## src/verilog/rfts_consts.svh

```systemverilog
// constants of the receive frequency-tracking and sync-detect block
// assumes: included by bare name from the package and both ends
// ----------------------------------------------------------------
// Overview of operation
// ----------------------------------------------------------------
`ifndef RFTS_CONSTS_SVH
`define RFTS_CONSTS_SVH

// ----------------------------------------------------------------
// register offsets (host side, AXI4-Lite byte addresses)
// ----------------------------------------------------------------
`define RFTS_OFF_AFC      8'h00
`define RFTS_OFF_SYNCCFG  8'h04
`define RFTS_OFF_SYNCWORD 8'h08
`define RFTS_OFF_PKT      8'h0c
`define RFTS_OFF_RF       8'h10
`define RFTS_OFF_DIVWR    8'h14
`define RFTS_OFF_STATUS   8'h18

// ----------------------------------------------------------------
// field positions
// ----------------------------------------------------------------
`define RFTS_AFC_EN_BIT   4
`define RFTS_AFC_SCALE_LO 5
`define RFTS_AFC_SCALE_HI 16
`define RFTS_AFC_SPAN_LO  24
`define RFTS_AFC_SPAN_HI  31
`define RFTS_SYNC_LEN_LO  4
`define RFTS_SYNC_LEN_HI  5
`define RFTS_SYNC_TOL_LO  6
`define RFTS_SYNC_TOL_HI  7
`define RFTS_PIN_EN_BIT   6
`define RFTS_PIN_FRAME_BIT 7
`define RFTS_PKT_LEN_LO   8
`define RFTS_PKT_LEN_HI   15
`define RFTS_RF_HALF_BIT  18
`define RFTS_STAT_PIN_BIT 16

// ----------------------------------------------------------------
// reset values and timing figures
// ----------------------------------------------------------------
`define RFTS_RST_WORD     32'h0000_0000
`define RFTS_IF_HZ        100000
`define RFTS_READBACK_SHIFT 18
`define RFTS_AVG_SHIFT    4
`define RFTS_INTEG_SHIFT  12
`define RFTS_SPAN_SHIFT   4

`endif

```

## src/verilog/rfts_pkg.sv

```systemverilog
// types for the two ends of the frequency-tracking/sync block, each type used by one end only
// assumes: the constants header sits beside it
`include "rfts_consts.svh"
package rfts_pkg;

  typedef enum logic [1:0] {
    RFTS_LEN12,
    RFTS_LEN16,
    RFTS_LEN20,
    RFTS_LEN24
  } rfts_synclen_t;

  typedef struct packed {
    logic signed [15:0] avg;
    logic signed [23:0] integ;
    logic signed [15:0] trim;
    logic        [15:0] readback;
    logic        [23:0] history;
    logic               pending;
    logic               pin;
    logic        [10:0] bitsLeft;
  } rfts_dev_state_t;

  typedef enum logic [1:0] {
    RFTS_RD_IDLE,
    RFTS_RD_BUSY
  } rfts_rd_t;

  typedef struct packed {
    logic [31:0] afcCfg;
    logic [31:0] syncCfg;
    logic [31:0] syncWord;
    logic [31:0] pktCfg;
    logic [31:0] rfCfg;
    logic [15:0] divValue;
    logic        divStrobe;
    logic        awHave;
    logic [7:0]  awAddr;
    logic        wHave;
    logic [31:0] wData;
    logic [3:0]  wStrb;
    logic        bvalid;
    logic [1:0]  bresp;
    rfts_rd_t    rd;
    logic [31:0] rdata;
    logic [1:0]  rresp;
  } rfts_host_state_t;

endpackage
```

## src/verilog/rfts_link_if.sv

```systemverilog
// link between the receive device end and its host controller end
// assumes: both ends run on the same clk
`timescale 1ns/1ps
interface rfts_link_if;
  logic               afcEnable;
  logic        [11:0] loopScale;
  logic        [7:0]  afcSpan;
  logic               rfHalvingSelect;
  logic        [23:0] syncWord;
  logic        [1:0]  syncLenSel;
  logic        [1:0]  errTolerance;
  logic        [1:0]  pinMode;
  logic        [7:0]  packetBytes;
  logic        [15:0] divValue;
  logic               divStrobe;
  logic        [15:0] frequencyErrorReadback;
  logic               syncMatch;

  modport device (
    input  afcEnable, loopScale, afcSpan, rfHalvingSelect, syncWord, syncLenSel,
    input  errTolerance, pinMode, packetBytes, divValue, divStrobe,
    output frequencyErrorReadback, syncMatch
  );
  modport host (
    output afcEnable, loopScale, afcSpan, rfHalvingSelect, syncWord, syncLenSel,
    output errTolerance, pinMode, packetBytes, divValue, divStrobe,
    input  frequencyErrorReadback, syncMatch
  );
endinterface

```

## src/verilog/rfts_host.sv

```systemverilog
// host end: AXI4-Lite register file that programs the device end
// assumes: software is the AXI4-Lite master on clk
`timescale 1ns/1ps
`include "rfts_consts.svh"
module rfts_host (
  input  wire logic        clk,
  input  wire logic        rst_n,
  rfts_link_if.host        link,
  input  wire logic [7:0]  awaddr,
  input  wire logic        awvalid,
  output logic             awready,
  input  wire logic [31:0] wdata,
  input  wire logic [3:0]  wstrb,
  input  wire logic        wvalid,
  output logic             wready,
  output logic [1:0]       bresp,
  output logic             bvalid,
  input  wire logic        bready,
  input  wire logic [7:0]  araddr,
  input  wire logic        arvalid,
  output logic             arready,
  output logic [31:0]      rdata,
  output logic [1:0]       rresp,
  output logic             rvalid,
  input  wire logic        rready
);

  rfts_pkg::rfts_host_state_t q;
  rfts_pkg::rfts_host_state_t d;

  function automatic logic [31:0] merge(logic [31:0] old, logic [31:0] nw,
                                        logic [3:0] strb);
    logic [31:0] r;
    r = old;
    for (int b = 0; b < 4; b++) begin
      if (strb[b]) begin
        r[b*8 +: 8] = nw[b*8 +: 8];
      end
    end
    return r;
  endfunction

  // ----------------------------------------------------------------
  // next state
  // ----------------------------------------------------------------
  always_comb begin
    d = q;
    d.divStrobe = 1'b0;

    if (awvalid && !q.awHave) begin
      d.awHave = 1'b1;
      d.awAddr = awaddr;
    end
    if (wvalid && !q.wHave) begin
      d.wHave = 1'b1;
      d.wData = wdata;
      d.wStrb = wstrb;
    end

    // commit once address and data are both held
    if (q.awHave && q.wHave && !q.bvalid) begin
      d.awHave = 1'b0;
      d.wHave  = 1'b0;
      d.bvalid = 1'b1;
      d.bresp  = 2'b00;
      unique case (q.awAddr)
        `RFTS_OFF_AFC:      d.afcCfg   = merge(q.afcCfg, q.wData, q.wStrb);
        `RFTS_OFF_SYNCCFG:  d.syncCfg  = merge(q.syncCfg, q.wData, q.wStrb);
        `RFTS_OFF_SYNCWORD: d.syncWord = merge(q.syncWord, q.wData, q.wStrb);
        `RFTS_OFF_PKT:      d.pktCfg   = merge(q.pktCfg, q.wData, q.wStrb);
        `RFTS_OFF_RF:       d.rfCfg    = merge(q.rfCfg, q.wData, q.wStrb);
        `RFTS_OFF_DIVWR: begin
          // external correction path toward the synthesizer divider
          d.divValue  = q.wData[15:0];
          d.divStrobe = 1'b1;
        end
        `RFTS_OFF_STATUS: ;
        default: d.bresp = 2'b10;
      endcase
    end
    if (q.bvalid && bready) begin
      d.bvalid = 1'b0;
    end

    unique case (q.rd)
      rfts_pkg::RFTS_RD_IDLE: begin
        if (arvalid) begin
          d.rd    = rfts_pkg::RFTS_RD_BUSY;
          d.rresp = 2'b00;
          unique case (araddr)
            `RFTS_OFF_AFC:      d.rdata = q.afcCfg;
            `RFTS_OFF_SYNCCFG:  d.rdata = q.syncCfg;
            `RFTS_OFF_SYNCWORD: d.rdata = q.syncWord;
            `RFTS_OFF_PKT:      d.rdata = q.pktCfg;
            `RFTS_OFF_RF:       d.rdata = q.rfCfg;
            `RFTS_OFF_DIVWR:    d.rdata = {16'h0000, q.divValue};
            `RFTS_OFF_STATUS:   d.rdata = {15'h0000, link.syncMatch,
                                           link.frequencyErrorReadback};
            default: begin
              d.rdata = 32'h0000_0000;
              d.rresp = 2'b10;
            end
          endcase
        end
      end
      rfts_pkg::RFTS_RD_BUSY: begin
        if (rready) begin
          d.rd = rfts_pkg::RFTS_RD_IDLE;
        end
      end
      default: d.rd = rfts_pkg::RFTS_RD_IDLE;
    endcase
  end

  always_ff @(posedge clk or negedge rst_n) begin
    if (!rst_n) begin
      q <= '0;
    end else begin
      q <= d;
    end
  end

  // ----------------------------------------------------------------
  // outputs, all from the state register
  // ----------------------------------------------------------------
  assign awready = !q.awHave;
  assign wready  = !q.wHave;
  assign bvalid  = q.bvalid;
  assign bresp   = q.bresp;
  assign arready = (q.rd == rfts_pkg::RFTS_RD_IDLE);
  assign rvalid  = (q.rd == rfts_pkg::RFTS_RD_BUSY);
  assign rdata   = q.rdata;
  assign rresp   = q.rresp;

  // span programmed doubled by software under rf halving, kept within
  // 1.5 IF bandwidths; sync length 24 preferred
  assign link.afcEnable       = q.afcCfg[`RFTS_AFC_EN_BIT];
  assign link.loopScale       = q.afcCfg[`RFTS_AFC_SCALE_HI:`RFTS_AFC_SCALE_LO];
  assign link.afcSpan         = q.afcCfg[`RFTS_AFC_SPAN_HI:`RFTS_AFC_SPAN_LO];
  assign link.rfHalvingSelect = q.rfCfg[`RFTS_RF_HALF_BIT];
  assign link.syncWord        = q.syncWord[23:0];
  assign link.syncLenSel      = q.syncCfg[`RFTS_SYNC_LEN_HI:`RFTS_SYNC_LEN_LO];
  assign link.errTolerance    = q.syncCfg[`RFTS_SYNC_TOL_HI:`RFTS_SYNC_TOL_LO];
  assign link.pinMode         = q.pktCfg[`RFTS_PIN_FRAME_BIT:`RFTS_PIN_EN_BIT];
  assign link.packetBytes     = q.pktCfg[`RFTS_PKT_LEN_HI:`RFTS_PKT_LEN_LO];
  assign link.divValue        = q.divValue;
  assign link.divStrobe       = q.divStrobe;

endmodule

```

## src/flat_wrapper.sv

```systemverilog
// flat-port wrapper written by rule: the top's interface ports become plain ports
module rfts_host_flat 
  (clk, rst_n, awaddr, awvalid, awready, wdata, wstrb, wvalid, wready, bresp, bvalid, bready, araddr, arvalid, arready, rdata, rresp, rvalid, rready, link_afcEnable, link_loopScale, link_afcSpan, link_rfHalvingSelect, link_syncWord, link_syncLenSel, link_errTolerance, link_pinMode, link_packetBytes, link_divValue, link_divStrobe, link_frequencyErrorReadback, link_syncMatch);
  rfts_link_if link_i ();
  input  wire logic clk;
  input  wire logic rst_n;
  input  wire logic [7:0] awaddr;
  input  wire logic awvalid;
  output logic awready;
  input  wire logic [31:0] wdata;
  input  wire logic [3:0] wstrb;
  input  wire logic wvalid;
  output logic wready;
  output logic [1:0] bresp;
  output logic bvalid;
  input  wire logic bready;
  input  wire logic [7:0] araddr;
  input  wire logic arvalid;
  output logic arready;
  output logic [31:0] rdata;
  output logic [1:0] rresp;
  output logic rvalid;
  input  wire logic rready;
  output wire logic [$bits(link_i.afcEnable)-1:0] link_afcEnable;
  output wire logic [$bits(link_i.loopScale)-1:0] link_loopScale;
  output wire logic [$bits(link_i.afcSpan)-1:0] link_afcSpan;
  output wire logic [$bits(link_i.rfHalvingSelect)-1:0] link_rfHalvingSelect;
  output wire logic [$bits(link_i.syncWord)-1:0] link_syncWord;
  output wire logic [$bits(link_i.syncLenSel)-1:0] link_syncLenSel;
  output wire logic [$bits(link_i.errTolerance)-1:0] link_errTolerance;
  output wire logic [$bits(link_i.pinMode)-1:0] link_pinMode;
  output wire logic [$bits(link_i.packetBytes)-1:0] link_packetBytes;
  output wire logic [$bits(link_i.divValue)-1:0] link_divValue;
  output wire logic [$bits(link_i.divStrobe)-1:0] link_divStrobe;
  input wire logic [$bits(link_i.frequencyErrorReadback)-1:0] link_frequencyErrorReadback;
  input wire logic [$bits(link_i.syncMatch)-1:0] link_syncMatch;
  assign link_afcEnable = link_i.afcEnable;
  assign link_loopScale = link_i.loopScale;
  assign link_afcSpan = link_i.afcSpan;
  assign link_rfHalvingSelect = link_i.rfHalvingSelect;
  assign link_syncWord = link_i.syncWord;
  assign link_syncLenSel = link_i.syncLenSel;
  assign link_errTolerance = link_i.errTolerance;
  assign link_pinMode = link_i.pinMode;
  assign link_packetBytes = link_i.packetBytes;
  assign link_divValue = link_i.divValue;
  assign link_divStrobe = link_i.divStrobe;
  assign link_i.frequencyErrorReadback = link_frequencyErrorReadback;
  assign link_i.syncMatch = link_syncMatch;
  rfts_host u_core (.clk(clk), .rst_n(rst_n), .link(link_i), .awaddr(awaddr), .awvalid(awvalid), .awready(awready), .wdata(wdata), .wstrb(wstrb), .wvalid(wvalid), .wready(wready), .bresp(bresp), .bvalid(bvalid), .bready(bready), .araddr(araddr), .arvalid(arvalid), .arready(arready), .rdata(rdata), .rresp(rresp), .rvalid(rvalid), .rready(rready));
endmodule
```

## config.mk

```make
export PLATFORM = sky130hd
export DESIGN_NAME = rfts_host_flat
export DESIGN_NICKNAME = d
export VERILOG_FILES = /design/src/verilog/rfts_pkg.sv /design/src/verilog/rfts_link_if.sv /design/src/verilog/rfts_host.sv /design/src/flat_wrapper.sv
export VERILOG_INCLUDE_DIRS = /design/src /design/src/verilog
export SDC_FILE = /design/constraint.sdc
export NUM_CORES = 1
export LEC_CHECK = 0
export BUFFER_PORTS_ARGS = -buffer_cell sky130_fd_sc_hd__buf_4
export CORE_AREA = 4 4 146 148
export DETAILED_ROUTE_END_ITERATION = 6
export DIE_AREA = 0 0 150 152
export GPL_TIMING_DRIVEN = 0
export PLACE_DENSITY = 0.92
export SYNTH_ARGS = -nofsm -noshare
export SYNTH_HDL_FRONTEND = slang
export SYNTH_SLANG_ARGS = --single-unit
```

## constraint.sdc

```tcl
create_clock -name clk -period 3.9 [get_ports clk]
set_input_delay 0.39 -clock clk [delete_from_list [all_inputs] [get_ports clk]]
set_output_delay 0.39 -clock clk [all_outputs]
set_load 0.01 [all_outputs]
```

# Word level (Yosys, flattened, before mapping)
# Index checks and enable logic that the tools add are counted.
[word_totals]
output_inout_bits = 118
regBits = 262
in_bits = 76
[op_classes]
n_eq_ne = 15
n_mux = 13
n_reduce_logical = 39
[op_table]
columns = ["cell", "count"]
rows = [
  ["32-bit one-hot mux with 7 select lines", 1],
  ["3-bit AND reduction", 20],
  ["8-bit by 5-bit == test with 1-bit output (second input constant)", 6],
  ["37-bit two-way mux", 1],
  ["36-bit two-way mux", 1],
  ["8-bit by 4-bit == test with 1-bit output (second input constant)", 4],
  ["8-bit by 3-bit == test with 1-bit output (second input constant)", 2],
  ["8-bit zero test", 2],
  ["7-bit OR reduction", 2],
  ["9-bit two-way mux", 1],
  ["2-bit two-way mux", 4],
  ["2-bit AND reduction", 3],
  ["2-bit nonzero test", 3],
  ["1-bit logical AND", 5],
  ["2-bit one-hot mux with 2 select lines", 1],
  ["1-bit zero test", 3],
  ["1-bit two-way mux", 3],
  ["3-bit two-way mux", 1],
  ["2-bit by 1-bit == test with 1-bit output (second input constant)", 1],
  ["2-bit zero test", 1],
  ["2-bit by 1-bit != test with 1-bit output (second input constant)", 1],
  ["2-bit != test (second input constant)", 1],
]

# Logic depth before layout (Yosys ltp)
[depth]
ltp_word = 5
mapped_depth = 7

# Worst setup path after synthesis
# OpenSTA, ideal clock, no wires.
[synth_timing]
kind = "flip-flop to flip-flop"
from = "register u_core.q[76] in the netlist's numbering"
to = "register u_core.q, in the netlist u_core.link.afcEnable"
setup_ns = 0.125
stages_incl_launch_ff = 6
setup_slack_ns = 1.949
period_less_slack_ns = 1.951
t_arrival_ns = 1.826
cell_sequence = "dfrtp_1 or4_4 nor3_4 buf_6 nand3_2 mux2_2"
[synth_via]
elab_chain_len = 2
[synth_rtl]
columns = ["item", "line", "text"]
rows = [
  ["start, declared", "rfts_host.sv:28", "rfts_pkg::rfts_host_state_t q;"],
  ["start signal, assigned", "rfts_host.sv:117", "q <= '0;"],
  ["start signal, assigned", "rfts_host.sv:119", "q <= d;"],
  ["8-bit zero test", "rfts_host.sv:66", "unique case (q.awAddr)"],
  ["3-bit AND reduction (no line)", "--", ""],
]
# Every way passes these cells.
# A chain may end at the register's enable or synchronous reset.

# Final worst setup path
[layout_timing]
from = "register u_core.q[34] in the netlist's numbering"
to = "register u_core.q, in the netlist u_core.rdata[9]"
[layout_via]
elab_chain_len = 2
[layout_rtl]
columns = ["item", "line", "text"]
rows = [
  ["2-bit zero test", "rfts_host.sv:85", "unique case (q.rd)"],
  ["2-bit AND reduction (no line)", "--", ""],
]
# Every way passes these cells.

==> out/results.ini <==
[status]
status=finished clean

[worst_setup_path]
cp.required_ps=4370
crit_path_max_fanout=10
start_kind=flip-flop
crit_arrival_ps=2870
end_kind=flip-flop
critPathKind=reg2reg

[floorplanning]
dieArea_sq_um=22800
io-pin-count=194
fp.dieH_um=152
start_util_pct=59.9
placementRows=52
core_area_sq_um=20000
die_x_um=150

[global_route]
overflow=0
grtUsageMet3_pct=4.92
grt_pass1_wl_um=47600
antenna_found_initial=0
grt_use_met1_pct=35.0
grt_max_degree=125
top_usage_layer=met2
use_met2_pct=44.4
grt_usage_pct=26.4
first_global_vias=8617

[cts]
ctsLongestPathBuffers=3
cts_tree=built
numCtsBuffers=26
cts_max_level=1
clk_pin_slew_ps=60
cts_sinks=259
worstSkewPairLatency_ps=540
cts_resized=0
cts_hold_buf=1
cts_setup_buffers=0
cts_root_buf=clkbuf_16

[place]
place_ws_ps=1230
place.gp.congestion=0.817
io_buffer_count=189
dp_hpwl_um=20800

[timing]
period_share_pct=61.6
maxSlewHeadroom_pct=21.6
max_freq_mhz=416
worstMarginPinSlew_ps=1170
hold_viol_final=0
finClkSkew_ps=13.6
finalSetupViolations=0
fin_tns_setup_ps=0
fin_crit_ps=2400
slew_violations=0
fin_ws_ps=1500
rsz0062_at_grt=no

[route]
viasPerCell=5.78
wire_per_inst_um=21.8
first_iter_violations=468
firstDrtPassIters=4
route.vias.total=7996
antenna_left=0
totalWireLength_um=30100
drc=0

[synth]
ys_ff_latch=259
synth.avg_cell_area_sq_um=13.7
yosysSeqAreaShare_pct=54.0
yosysTopAreaCellShare_pct=54.0
synth_area_leaders=dfrtp_1 (54%), mux2_2 (21%), buf_4 (6.9%), a22o_1 (2.4%), a22oi_1 (2.4%)
netlist_instances=875
syn_area_sq_um=12000
synth_warnings=0
synth_top_cell_by_area=dfrtp_1
synth_cell_type_count=41

[cells_and_area]
antenna_cells=0
area_growth_syn_to_layout_pct=23.1
drive_gt1_share_pct=55.1
nFillCells=1293
ff_latch_area_sq_um=6480
fin_util_pct=73.7
nets=1172
multi_input_area_sq_um=4480

[power_and_ir_drop]
peakVddDrop_uv=420
power_mw=8.20
powerDensity_nw_per_um2=555
p_leak_nw=7.47

[job]
max_cap_violations=0

[min_path]
holdCritPathClass=in2reg

-- through the flow --
stage          cells  hold WS [ps]  instance area, sq um
6_report        1384          41.0                 14800
5_1_grt         1384          35.6                 14800
4_1_cts         1384          31.4                 14800
3_5_place_dp    1337           255                 13800
3_3_place_gp    1335           454                 13800
2_1_floorplan    876          94.4                 12000
-- synth_stat cells --
master and number:
a211oi_1 1, a21oi_1 1, a221o_1 22, a22o_1 33
a22oi_1 38, a311o_1 1, and2_0 1, and2_1 1
and3_1 1, buf_1 4, buf_2 7, buf_4 111
buf_6 2, clkbuf_1 32, conb_1 1, dfrtp_1 259
inv_1 5, mux2_2 222, mux2i_1 16, mux4_2 9
nand2_1 21, nand2b_1 2, nand3_2 17, nand3b_1 1
nand4_1 1, nand4_2 1, nand4_4 3, nor2_1 5
nor2b_1 12, nor3_1 1, nor3_2 2, nor3_4 1
nor4_1 6, nor4_2 2, o211ai_1 1, o21a_1 2
o21ai_0 3, o22ai_1 17, o2bb2ai_1 6, or3_1 3
or4_4 1
-- sequential cells by signal, indices dropped and copies added, names as in the netlist, 8 cells and up --
name / flops
u_core.link.packetBytes: 8
u_core.link.divValue: 16
u_core.link.loopScale: 12
u_core.link.syncWord: 24
u_core.link.afcSpan: 8
u_core.rdata: 32
u_core.q: 147
-- path summary, 6_finish.rpt --
check                                      start                         to  slack [ps]  depth (start not counted)
worst max-delay path                u_core.q[34]            u_core.rdata[9]        1500                          5
worst min-delay path                      rready               u_core.q[34]          40                          2
worst max register to register      u_core.q[34]            u_core.rdata[9]        1500                          5
worst min register to register  u_core.rdata[23]           u_core.rdata[23]         470                          2
max in group asynchronous                  rst_n  u_core.link.syncLenSel[1]        2750                          3
min in group asynchronous                  rst_n               u_core.q[61]         300                          2
-- where the power goes --
part	leakage [nW]	total (mW)	internal, mW	switching [mW]
combinational	3.51	1.69	0.960	0.734
clock	0.461	2.71	1.66	1.04
sequential	3.49	3.80	3.22	0.579
total	7.47	8.20	5.84	2.36
-- worst max-delay path: stages (launching register included) --
cell,delay (ps)
dfrtp_1,390
nand2b_1,140
clkbuf_1,290
nor4_2,900
buf_2,410
a221o_1,210
-- cells in the final DEF (no fill, tap or decap), drive strengths merged, types with 16 or more instances in the layout --
cell / instances
buf: 315
dfrtp: 259
mux2: 222
clkbuf: 64
a22oi: 38
a22o: 33
a221o: 22
nand2: 21
nand3: 17
o22ai: 17
mux2i: 16
-- per-layer routing --
| layer | part of all wire (%) | vias up |
|---|---|---|
| li1 | - | 3560 |
| met1 | 41 | 4088 |
| met2 | 50 | 278 |
| met3 | 6.7 | 70 |
| met4 | 2.9 | 0 |
| met5 | 0 | - |
-- cells by family after synthesis --
family,synth area share [%]
muxes,23.8
DFF,54.0
and+or+nand+nor,4.98
other,0.0312
AOI/OAI and AO/OA,8.44
buffers and inverters,8.70
-- layout make-up --
type	count	area share [%]
Sequential cell	259	43.9
Multi-Input combinational cell	456	30.3
Timing Repair Buffer	192	10.1
Buffer	156	6.94
Clock buffer	32	4.97
Tap cell	270	2.29
Clock inverter	14	1.38
Inverter	5	0.127
Power figures use the tool's default switching activity.
